File: config.mk
export PLATFORM = sky130hd
export DESIGN_NAME = iee_exception_entry
export DESIGN_NICKNAME = d
export VERILOG_FILES = /design/src/design/iee_pkg.sv /design/src/design/iee_exception_entry.sv /design/src/design/iee_int_sync.sv
export SDC_FILE = /design/constraint.sdc
export NUM_CORES = 1
export LEC_CHECK = 0
export ABC_AREA = 1
export BUFFER_PORTS_ARGS = -buffer_cell sky130_fd_sc_hd__buf_2
export CAP_MARGIN = 15
export CELL_PAD_IN_SITES_DETAIL_PLACEMENT = 0
export CELL_PAD_IN_SITES_GLOBAL_PLACEMENT = 1
export CORE_UTILIZATION = 36
export CTS_CLUSTER_DIAMETER = 200
export CTS_CLUSTER_SIZE = 25
export DETAILED_ROUTE_END_ITERATION = 10
export PLACE_DENSITY = 0.74
export SYNTH_ARGS = -nofsm -noshare
export SYNTH_HDL_FRONTEND = slang
export SYNTH_SLANG_ARGS = --single-unit
File: constraint.sdc
create_clock -name core_clk_in -period 5.2 [get_ports core_clk_in]
set_input_delay 0.26 -clock core_clk_in [delete_from_list [all_inputs] [get_ports core_clk_in]]
set_output_delay 0.26 -clock core_clk_in [all_outputs]
set_load 0.02 [all_outputs]
File: src/design/iee_pkg.sv
package iee_pkg;
	// line counts and bus widths
	localparam int          IEE_N_SYNC       = 3;
	localparam int          IEE_N_DIRECT     = 3;
	localparam int          IEE_N_BRCOND     = 4;
	localparam int          IEE_MASK_W       = 8;
	localparam int          IEE_AXI_AW       = 8;
	// register byte offsets
	localparam logic [7:0]  IEE_OFF_STATUS   = 8'h00;
	localparam logic [7:0]  IEE_OFF_CAUSE    = 8'h04;
	localparam logic [7:0]  IEE_OFF_RET_ADDR = 8'h08;
	localparam logic [7:0]  IEE_OFF_EVT_STAT = 8'h0c;
	localparam logic [7:0]  IEE_OFF_EVT_MASK = 8'h10;
	localparam logic [7:0]  IEE_OFF_BRCOND   = 8'h14;
	// status fields: current, previous and old mode/enable pairs, line mask
	localparam int          IEE_ST_IE_CUR    = 0;
	localparam int          IEE_ST_USER_CUR  = 1;
	localparam int          IEE_ST_IE_PREV   = 2;
	localparam int          IEE_ST_USER_PREV = 3;
	localparam int          IEE_ST_STACK_W   = 6;
	localparam int          IEE_ST_MASK_LSB  = 8;
	localparam logic [31:0] IEE_ST_RESET     = 32'h0000_0000;
	// cause fields
	localparam int          IEE_CA_CODE_LSB  = 2;
	localparam int          IEE_CA_PEND_LSB  = 8;
	localparam logic [4:0]  IEE_CODE_INT     = 5'h00;
	// event status bits
	localparam int          IEE_EV_INT       = 0;
	localparam int          IEE_EV_EXC       = 1;
	// vectors
	localparam logic [31:0] IEE_VEC_RESET    = 32'h0000_0000;
	localparam logic [31:0] IEE_VEC_UTM      = 32'h0000_0080;
	localparam logic [31:0] IEE_VEC_GENERAL  = 32'h0000_0100;
	// axi responses
	localparam logic [1:0]  IEE_RESP_OKAY    = 2'h0;
	localparam logic [1:0]  IEE_RESP_DECERR  = 2'h3;
	// register index returned by the address decoder
	localparam logic [2:0]  IEE_IDX_NONE     = 3'h7;
endpackage : iee_pkg

File: src/design/iee_exception_entry.sv
// Local design decisions: the AXI4-Lite interface to the registers and the register offsets.
`timescale 1ns/10ps
// Functional notes
// - interrupt entry aborts all younger instructions
// - entry saves resume address in return register
// - entry writes cause code into cause register
// - entry clears current user bit, kernel mode
// - entry clears current interrupt enable bit
// - next fetch after detection is exception vector
// - one vector for all but reset, translation miss
// - recognise interrupts only while the pipeline runs
// - synchronised lines: two flops, two cycle latency
// - direct lines: no synchroniser, one cycle latency
// - hardware saves no general registers on entry
// - four branch condition pins readable by branches
// - status holds software writable per-line mask
module iee_exception_entry #(
	parameter int N_SYNC   = iee_pkg::IEE_N_SYNC,
	parameter int N_DIRECT = iee_pkg::IEE_N_DIRECT,
	parameter int N_BRCOND = iee_pkg::IEE_N_BRCOND
) (
	// clock and reset
	input  wire logic                          core_clk_in,
	input  wire logic                          resetn_in,
	// interrupt and condition pins
	input  wire logic [N_SYNC-1:0]             sync_int_in,
	input  wire logic [N_DIRECT-1:0]           direct_int_in,
	input  wire logic [N_BRCOND-1:0]           branch_condition_in,
	output logic      [N_BRCOND-1:0]           branch_condition_out,
	output logic                               system_clock_out,
	// pipeline
	input  wire logic                          pipe_run_in,
	input  wire logic [31:0]                   resume_pc_in,
	input  wire logic                          exc_req_in,
	input  wire logic [4:0]                    exc_code_in,
	input  wire logic                          exc_utm_in,
	input  wire logic                          rfe_in,
	output logic                               abort_younger_out,
	output logic                               vector_fetch_out,
	output logic      [31:0]                   vector_addr_out,
	// axi4-lite slave
	input  wire logic [iee_pkg::IEE_AXI_AW-1:0] s_axi_awaddr,
	input  wire logic                          s_axi_awvalid,
	output logic                               s_axi_awready,
	input  wire logic [31:0]                   s_axi_wdata,
	input  wire logic [3:0]                    s_axi_wstrb,
	input  wire logic                          s_axi_wvalid,
	output logic                               s_axi_wready,
	output logic      [1:0]                    s_axi_bresp,
	output logic                               s_axi_bvalid,
	input  wire logic                          s_axi_bready,
	input  wire logic [iee_pkg::IEE_AXI_AW-1:0] s_axi_araddr,
	input  wire logic                          s_axi_arvalid,
	output logic                               s_axi_arready,
	output logic      [31:0]                   s_axi_rdata,
	output logic      [1:0]                    s_axi_rresp,
	output logic                               s_axi_rvalid,
	input  wire logic                          s_axi_rready,
	// interrupt
	output logic                               irq_out
);
	import iee_pkg::*;

	localparam int N_LINES = N_SYNC + N_DIRECT;

	if (N_LINES > IEE_MASK_W || N_BRCOND < 1 || N_BRCOND > 32) begin : g_chk
		$error("iee_exception_entry: line counts out of range");
	end

	typedef enum logic [1:0] {
		IEE_W_IDLE = 2'b01,
		IEE_W_RESP = 2'b10
	} iee_wr_e;

	typedef enum logic [1:0] {
		IEE_R_IDLE = 2'b01,
		IEE_R_RESP = 2'b10
	} iee_rd_e;

	typedef struct packed {
		logic [31:0]         status;
		logic [4:0]          code;
		logic [31:0]         ret_addr;
		logic [1:0]          evt;
		logic [1:0]          evt_mask;
		logic [N_BRCOND-1:0] brcond;
		logic                sys_clk;
		logic                boot;
		logic                aw_got;
		logic [7:0]          aw_addr;
		logic                w_got;
		logic [31:0]         wdata;
		logic [3:0]          wstrb;
		iee_wr_e             wst;
		logic [1:0]          bresp;
		iee_rd_e             rst;
		logic [31:0]         rdata;
		logic [1:0]          rresp;
	} iee_state_s;

	////////////////////////////////////////////////////////////////////////////////
	// reset release and line synchronisers

	logic               rst_meta;
	logic               rst_n;
	logic [N_LINES-1:0] pend;

	always_ff @(posedge core_clk_in or negedge resetn_in) begin
		if (!resetn_in) begin
			rst_meta <= 1'b0;
			rst_n    <= 1'b0;
		end else begin
			rst_meta <= 1'b1;
			rst_n    <= rst_meta;
		end
	end

	iee_int_sync #(
		.N_SYNC   (N_SYNC),
		.N_DIRECT (N_DIRECT)
	) u_sync (
		.clk_in        (core_clk_in),
		.rst_n_in      (rst_n),
		.sync_int_in   (sync_int_in),
		.direct_int_in (direct_int_in),
		.pend_out      (pend)
	);

	////////////////////////////////////////////////////////////////////////////////
	// helpers

	function automatic logic [2:0] reg_index(input logic [7:0] addr);
		unique case ({addr[7:2], 2'b00})
			IEE_OFF_STATUS:   reg_index = 3'h0;
			IEE_OFF_CAUSE:    reg_index = 3'h1;
			IEE_OFF_RET_ADDR: reg_index = 3'h2;
			IEE_OFF_EVT_STAT: reg_index = 3'h3;
			IEE_OFF_EVT_MASK: reg_index = 3'h4;
			IEE_OFF_BRCOND:   reg_index = 3'h5;
			default:          reg_index = IEE_IDX_NONE;
		endcase
	endfunction : reg_index

	function automatic logic [31:0] merge_strb(input logic [31:0] old_v, input logic [31:0] new_v,
	                                           input logic [3:0] strb);
		merge_strb = old_v;
		for (int i = 0; i < 4; i++) begin
			if (strb[i]) begin
				merge_strb[8*i +: 8] = new_v[8*i +: 8];
			end
		end
	endfunction : merge_strb

	////////////////////////////////////////////////////////////////////////////////
	// recognition

	iee_state_s         st;
	iee_state_s         next_st;
	logic [N_LINES-1:0] masked;
	logic               int_take;
	logic               exc_take;
	logic               take;
	logic [31:0]        cause_word;

	assign masked     = pend & st.status[IEE_ST_MASK_LSB +: N_LINES];
	// stalls hold the line pending; boot cycle is not a running pipeline
	assign int_take   = pipe_run_in && !st.boot && !exc_req_in
	                    && st.status[IEE_ST_IE_CUR] && (|masked);
	assign exc_take   = pipe_run_in && !st.boot && exc_req_in;
	assign take       = int_take || exc_take;
	assign cause_word = {{(32 - IEE_CA_PEND_LSB - N_LINES){1'b0}}, pend, 1'b0, st.code, 2'b00};

	assign abort_younger_out = take;
	assign vector_fetch_out  = take || st.boot;
	always_comb begin
		if (st.boot) begin
			vector_addr_out = IEE_VEC_RESET;
		end else if (exc_take && exc_utm_in) begin
			vector_addr_out = IEE_VEC_UTM;
		end else begin
			vector_addr_out = IEE_VEC_GENERAL;
		end
	end

	////////////////////////////////////////////////////////////////////////////////
	// next state

	logic [2:0] wr_idx;
	logic [2:0] rd_idx;
	logic       aw_hs;
	logic       w_hs;
	logic       ar_hs;

	assign s_axi_awready = !st.aw_got && (st.wst == IEE_W_IDLE);
	assign s_axi_wready  = !st.w_got && (st.wst == IEE_W_IDLE);
	assign s_axi_bvalid  = (st.wst == IEE_W_RESP);
	assign s_axi_arready = (st.rst == IEE_R_IDLE);
	assign s_axi_rvalid  = (st.rst == IEE_R_RESP);
	assign aw_hs         = s_axi_awvalid && s_axi_awready;
	assign w_hs          = s_axi_wvalid && s_axi_wready;
	assign ar_hs         = s_axi_arvalid && s_axi_arready;
	assign wr_idx        = reg_index(st.aw_addr);
	assign rd_idx        = reg_index(s_axi_araddr);

	always_comb begin
		logic [1:0] ev_set;
		logic [1:0] ev_clr;
		ev_set          = '0;
		ev_clr          = '0;
		next_st         = st;
		next_st.boot    = 1'b0;
		next_st.sys_clk = !st.sys_clk;
		next_st.brcond  = branch_condition_in;
		// write channel
		if (aw_hs) begin
			next_st.aw_got  = 1'b1;
			next_st.aw_addr = s_axi_awaddr;
		end
		if (w_hs) begin
			next_st.w_got = 1'b1;
			next_st.wdata = s_axi_wdata;
			next_st.wstrb = s_axi_wstrb;
		end
		unique case (st.wst)
			IEE_W_IDLE: begin
				if (st.aw_got && st.w_got) begin
					next_st.aw_got = 1'b0;
					next_st.w_got  = 1'b0;
					next_st.wst    = IEE_W_RESP;
					next_st.bresp  = (wr_idx == IEE_IDX_NONE) ? IEE_RESP_DECERR : IEE_RESP_OKAY;
					if (wr_idx == 3'h0) begin
						next_st.status = merge_strb(st.status, st.wdata, st.wstrb);
					end
					if (wr_idx == 3'h4) begin
						next_st.evt_mask = st.wstrb[0] ? st.wdata[1:0] : st.evt_mask;
					end
				end
			end
			IEE_W_RESP: begin
				if (s_axi_bready) begin
					next_st.wst = IEE_W_IDLE;
				end
			end
		endcase
		// read channel; a read of the event status clears it
		unique case (st.rst)
			IEE_R_IDLE: begin
				if (ar_hs) begin
					next_st.rst   = IEE_R_RESP;
					next_st.rresp = IEE_RESP_OKAY;
					unique case (rd_idx)
						3'h0: next_st.rdata = st.status;
						3'h1: next_st.rdata = cause_word;
						3'h2: next_st.rdata = st.ret_addr;
						3'h3: begin
							next_st.rdata = {30'h0000_0000, st.evt};
							ev_clr        = st.evt;
						end
						3'h4: next_st.rdata = {30'h0000_0000, st.evt_mask};
						3'h5: next_st.rdata = {{(32 - N_BRCOND){1'b0}}, st.brcond};
						default: begin
							next_st.rdata = 32'h0000_0000;
							next_st.rresp = IEE_RESP_DECERR;
						end
					endcase
				end
			end
			IEE_R_RESP: begin
				if (s_axi_rready) begin
					next_st.rst = IEE_R_IDLE;
				end
			end
		endcase
		// return from exception pops the mode/enable stack
		if (rfe_in && pipe_run_in && !take) begin
			next_st.status[3:0] = st.status[5:2];
		end
		// entry beats a software write in the same cycle; only these registers change
		if (take) begin
			next_st.ret_addr = resume_pc_in;
			next_st.code     = int_take ? IEE_CODE_INT : exc_code_in;
			next_st.status[IEE_ST_STACK_W-1:0] = {st.status[3:0], 2'b00};
			ev_set[IEE_EV_INT] = int_take;
			ev_set[IEE_EV_EXC] = exc_take;
		end
		// set wins over the read clear
		next_st.evt = (st.evt & ~ev_clr) | ev_set;
	end

	always_ff @(posedge core_clk_in or negedge rst_n) begin
		if (!rst_n) begin
			st        <= '0;
			st.status <= IEE_ST_RESET;
			st.boot   <= 1'b1;
			st.wst    <= IEE_W_IDLE;
			st.rst    <= IEE_R_IDLE;
		end else begin
			st <= next_st;
		end
	end

	assign branch_condition_out = st.brcond;
	assign system_clock_out     = st.sys_clk;
	assign s_axi_bresp          = st.bresp;
	assign s_axi_rdata          = st.rdata;
	assign s_axi_rresp          = st.rresp;
	assign irq_out              = |(st.evt & st.evt_mask);
endmodule : iee_exception_entry

File: src/design/iee_int_sync.sv
`timescale 1ns/10ps
module iee_int_sync #(
	parameter int N_SYNC   = iee_pkg::IEE_N_SYNC,
	parameter int N_DIRECT = iee_pkg::IEE_N_DIRECT
) (
	// clock and reset
	input  wire logic                         clk_in,
	input  wire logic                         rst_n_in,
	// interrupt pins
	input  wire logic [N_SYNC-1:0]            sync_int_in,
	input  wire logic [N_DIRECT-1:0]          direct_int_in,
	// pending lines, direct lines above synchronised ones
	output logic      [N_SYNC+N_DIRECT-1:0]   pend_out
);
	import iee_pkg::*;

	if (N_SYNC < 1 || N_DIRECT < 1) begin : g_chk
		$error("iee_int_sync: each line group needs at least one line");
	end

	typedef struct packed {
		logic [N_SYNC-1:0]   meta;
		logic [N_SYNC-1:0]   sync;
		logic [N_DIRECT-1:0] direct;
	} iee_sync_s;

	iee_sync_s st;
	iee_sync_s next_st;

	// the first stage feeds only the second; direct lines get one sample flop only
	always_comb begin
		next_st        = st;
		next_st.meta   = sync_int_in;
		next_st.sync   = st.meta;
		next_st.direct = direct_int_in;
	end

	always_ff @(posedge clk_in or negedge rst_n_in) begin
		if (!rst_n_in) begin
			st <= '0;
		end else begin
			st <= next_st;
		end
	end

	assign pend_out = {st.direct, st.sync};
endmodule : iee_int_sync

== Yosys cells after proc, flatten, opt, wreduce, memory -nomap -nowiden ==
Index checks and enable logic that the tools add are counted.

* Equal/unequal tests: 25
* Multiplexer cells: 30
* Bitwise gates (word level): 5
* Reduce and logical (&&, ||, !) cells: 48

{| class="wikitable"
|+ Operators with widths
! cell !! number
|-
| 32-bit case mux with 6 select lines || 1
|-
| 43-bit two-way mux || 1
|-
| 37-bit two-way mux || 1
|-
| 36-bit two-way mux || 1
|-
| 3-bit case mux with 6 select lines || 2
|-
| 4-bit AND reduction || 7
|-
| 9-bit two-way mux || 3
|-
| 6-bit by 2-bit == test with 1-bit output, second input constant || 4
|-
| 6-bit by 3-bit == test with 1-bit output, second input constant || 4
|-
| 6-bit two-way mux || 4
|-
| 2-bit two-way mux || 8
|-
| 1-bit logical AND || 14
|-
| 3-bit == test, second input constant || 4
|-
| 6-bit by 1-bit == test with 1-bit output, second input constant || 2
|-
| 6-bit zero test || 2
|-
| 3-bit nonzero test || 4
|-
| 6-bit OR reduction || 2
|-
| 4-bit two-way mux || 2
|-
| 2-bit by 1-bit != test with 1-bit output, second input constant || 4
|-
| 2-bit case mux with 2 select lines || 2
|-
| 2-bit AND reduction || 4
|-
| 2-bit nonzero test || 4
|-
| 6-bit AND || 1
|-
| 3-bit by 2-bit == test with 1-bit output, second input constant || 2
|-
| other kinds (12) || 25
|}

* Register bits after elaboration: 176
* Output and inout bits: 81

== Logic depth before layout (Yosys ltp) ==
* Depth after elaboration: 10
* Gate-level depth with buffers: 13

== Cells and area by module ==
Synthesis repeated with hierarchy kept, for this count alone.

* Cell total of the unflattened synthesis: 877
* Area total of the unflattened synthesis: 7777.5 sq um

{| class="wikitable"
|+ Modules (own cells, without submodules)
! module !! times used !! cells each !! area each (sq um)
|-
| iee_exception_entry || 1 || 868 || 7552.2
|-
| iee_int_sync || 1 || 9 || 225.2
|}

== Least setup slack after synthesis ==
Ideal clock, no wire load.

* Kind: reg2reg
* Start point: register st[34] in the netlist's numbering
* End point: register st, in the netlist s_axi_rresp[0]
* Setup time: 0.132 ns
* Data arrival time: 1.617 ns
* Path slack: 3.451 ns
* Stages on the path, launching flop included: 7
* Cells stage by stage: dfstp_2 inv_1 nor2_1 nand2_1 a21oi_4 buf_2 a21oi_1

* Longest elaborated chain between the ends: 3

{| class="wikitable"
|+ Ends and longest elaborated chain
! item !! RTL line !! RTL
|-
| start, declared || iee_exception_entry.sv:157 || <nowiki>iee_state_s st;</nowiki>
|-
| start signal, assigned || iee_exception_entry.sv:298 || <nowiki>st <= next_st;</nowiki>
|-
| 2-bit by 1-bit == test with 1-bit output * || iee_exception_entry.sv:197 || <nowiki>assign s_axi_arready = (st.rst == IEE_R_IDLE);</nowiki>
|-
| via s_axi_arready || iee_exception_entry.sv:54 || <nowiki>output logic s_axi_arready,</nowiki>
|-
| 1-bit logical AND || iee_exception_entry.sv:201 || <nowiki>assign ar_hs = s_axi_arvalid && s_axi_arready;</nowiki>
|-
| 2-bit AND reduction (no line) * || -- ||
|}

Mark *: on every way through the listed nets, which the timed path passes. The rest lies on a longest branch.
A chain may end at the register's enable or synchronous reset.

== Final worst setup path ==
* Start point: register st[86] in the netlist's numbering
* End point: output port vector_fetch_out

* Longest elaborated chain between the ends: 7

{| class="wikitable"
|+ Ends and longest elaborated chain
! item !! RTL line !! RTL
|-
| 1-bit zero test || iee_exception_entry.sv:167, iee_exception_entry.sv:169 ||
|-
| 1-bit logical AND || iee_exception_entry.sv:167, iee_exception_entry.sv:169 ||
|-
| 1-bit logical AND || iee_exception_entry.sv:167 || <nowiki>assign int_take = pipe_run_in && !st.boot && !exc_req_in</nowiki>
|-
| 1-bit logical AND (2 in a row) || iee_exception_entry.sv:168 || <nowiki>&& st.status[IEE_ST_IE_CUR] && (|masked);</nowiki>
|-
| 1-bit logical OR || iee_exception_entry.sv:170 || <nowiki>assign take = int_take || exc_take;</nowiki>
|-
| 1-bit logical OR * || iee_exception_entry.sv:174 || <nowiki>assign vector_fetch_out = take || st.boot;</nowiki>
|-
| end, declared || iee_exception_entry.sv:39 || <nowiki>output logic vector_fetch_out,</nowiki>
|}

Mark *: on every way between the ends. The rest lies on a longest branch, timed or not.

==> results.sh <==
export IMPL_final_cell_mix="nand2_1 (241), dfrtp_1 (168), buf_2 (156)"
export IMPL_io_buffers=156
export IMPL_die_width_um=151
export IMPL_crit_start="st[86]"
export IMPL_arrival_ns=2.14
export IMPL_initial_core_util_pct=36.7
export IMPL_min_period_ns=2.40
export IMPL_grt_max_degree=79
export IMPL_met3_usage_pct=3.67
export IMPL_holdBufCountCts=12
export IMPL_io_pins=191
export IMPL_detail_route_wirelength_mm=17.9
export IMPL_status="finished, violations left"
export IMPL_hp_start="s_axi_rready"
export IMPL_num_vias=5654
export IMPL_hpwlAfterDp_mm=12.5
export IMPL_max_vdd_ir_drop_mv=0.237
export IMPL_netlist_area_leader_share_pct=53.0
export IMPL_grt_total_usage_pct=16.5
export IMPL_min_path_type="in -> reg"
export IMPL_cts_sinks=172
export IMPL_nets=1106
export IMPL_end_kind="output pin"
export IMPL_place_gp_congestion=0.816
export IMPL_syn_area_um2=7980
export IMPL_grt_pass1_wl_mm=28.4
export IMPL_viasPerCell=4.39
export IMPL_worst_pin_slew_ns=0.998
export IMPL_total_leakage_power_uw=0.00487
export IMPL_fill_cells=2211
export IMPL_drc_errors=1
export IMPL_cts_resized=0
export IMPL_met2_usage_pct=23.2
export IMPL_rows=54
export IMPL_area_growth_syn_to_layout_pct=16.5
export IMPL_total_power_uw=3650
export IMPL_ys_warnings_count=0
export IMPL_seq_area_um2=4310
export IMPL_detail_route_antenna_nets=0
export IMPL_skew_ns=0.0145
export IMPL_multi_input_area_um2=2760
export IMPL_rsz0062_at_grt="false"
export IMPL_clk_latency_ns=0.43
export IMPL_fp_dieArea_um2=22800
export IMPL_ys_types=40
export IMPL_cts_max_level=4
export IMPL_first_pass_iters=10
export IMPL_cts_buffers=17
export IMPL_crit_type="reg -> out"
export IMPL_drt_iter0_drc=372
export IMPL_clock_fmax_mhz=416
export IMPL_first_global_vias=5283
export IMPL_clk_pin_slew_ns=0.07
export IMPL_yosys_area_top_type="dfrtp_1"
export IMPL_slew_viol_final=0
export IMPL_drive_gt1_share_pct=27.7
export IMPL_powerDensity_nw_per_um2=392
export IMPL_fin_crit_sh_pct=46.2
export IMPL_cts_root_buffer="clkbuf_16"
export IMPL_final_setup_tns_ns=0
export IMPL_die_h_um=151
export IMPL_core_area_um2=21800
export IMPL_cts_post_setup_buffers_inserted=0
export IMPL_grt_overflow_total=0
export IMPL_tritoncts="done"
export IMPL_r2r_start="st[34]"
export IMPL_mostFrequentLayoutCell="nand2_1"
export IMPL_cp_data_required_time_ns=4.94
export IMPL_grt_most_used_layer="met1"
export IMPL_critPathLaunchType="flop"
export IMPL_clock_path_buffers=2
export IMPL_antenna_found_initial=2
export IMPL_relSlewSlack_pct=33.4
export IMPL_drv_cap=0
export IMPL_synth_seq_area_share_pct=54.0
export IMPL_cp_max_fo=16
export IMPL_synth_area_top_cells="dfrtp_1 (53%), nand2_1 (11%), buf_4 (6.9%), inv_1 (3.9%), o21ai_2 (3.4%)"
export IMPL_violations="design-rule violations"
export IMPL_avgRoutedWirePerCell_um=13.9
export IMPL_syn_inst=871
export IMPL_hold_viol_final=0
export IMPL_ys_seq_elements=172
export IMPL_grt_util_met1_pct=25.0
export IMPL_syn_avg_cell_area_um2=9.16
export IMPL_finalSetupViolations=0
-- kinds of logic (layout without fill, tap and decap cells) --
family / Yosys count / in the layout / share of synthesized area [%]
and+or+nand+nor: 354 / 354 / 19.5
AOI/OAI and AO/OA: 145 / 145 / 11.3
DFF: 172 / 172 / 54.0
muxes: 15 / 15 / 2.12
buffers and inverters: 182 / 289 / 12.9
adders and majority gates: 1 / 1 / 0.157
other: 2 / 33 / 0.0941
-- metrics by stage --
step | setup WS [ns] | util [%] | area (um2) | std cells | hold WS (ns)
5_1_grt | 2.60 | 42.8 | 9300 | 1289 | 0.0292
4_1_cts | 2.45 | 42.7 | 9280 | 1287 | 0.0109
6_report | 2.80 | 42.8 | 9300 | 1289 | 0.0213
3_3_place_gp | 2.70 | 39.3 | 8550 | 1243 | 0.0479
2_1_floorplan | 0.0577 | - | 8100 | 901 | -0.0356
3_5_place_dp | 2.62 | 39.3 | 8550 | 1243 | 0.0505
-- critical path: stages (launching register included) --
cell     delay [ns]
dfstp_2        0.53
inv_1          0.05
nand3_1        0.15
inv_1          0.15
a21oi_2        0.56
nand2_1        0.08
buf_2          0.19
-- power by group --
| part | switching [uW] | total [uW] | internal, uW |
|---|---|---|---|
| sequential | 135 | 1730 | 1600 |
| combinational | 381 | 613 | 232 |
| clock | 530 | 1310 | 775 |
-- Yosys cell counts --
cell	number
nand2_1	242
dfrtp_1	169
inv_1	82
buf_4	73
nor2_1	54
o21ai_0	44
a21oi_1	38
o21ai_2	31
nand3_1	20
mux2_2	15
nand2_2	15
o21ai_1	14
buf_2	10
clkbuf_1	8
buf_6	6
o211ai_1	6
nand3_2	5
a22o_1	4
dfstp_2	3
nand4_1	3
nor2_4	3
conb_1	2
nand3_4	2
nor2_2	2
nor2_8	2
nor3_1	2
o22ai_1	2
o31ai_1	2
a21oi_2	1
a21oi_4	1
buf_8	1
clkinv_1	1
ha_1	1
inv_2	1
nand2_4	1
nand4_2	1
nor3_2	1
nor3_4	1
o211ai_2	1
o21a_1	1
-- routing by layer --
layer,vias to the layer above,routed length (um)
li1,2906,-
met1,2589,9320
met2,144,7550
met3,13,870
met4,2,190
met5,-,8
-- layout make-up --
class / instances / area share, %
multi-input cells: 547 / 29.7
flip-flops and latches: 172 / 46.3
repair buffers: 173 / 10.2
clock inverters: 8 / 1.14
clock buffers: 24 / 5.39
well taps: 280 / 3.77
diodes: 1 / 0.0269
inverters: 84 / 3.39
-- path summary, 6_finish.rpt --
check	to	slack, ns	cells past startpoint
max reg2reg	s_axi_rdata[3]	2.93	7
min in group asynchronous	rst_n	0.15	2
min	st[35]	0.02	2
max	vector_fetch_out	2.80	6
max in group asynchronous	st[164]	3.44	1
min reg2reg	u_sync.pend_out[0]	0.34	0
-- sequential cells by signal, summed over array words and instances (netlist names) --
name	flops
rst_meta	1
u_sync.next_st	3
s_axi_rresp	1
rst_n	1
s_axi_bresp	1
st	117
s_axi_rdata	32
system_clock_out	1
u_sync.pend_out	6
cause_word	5
branch_condition_out	4
(Power assumes the default switching activity.)
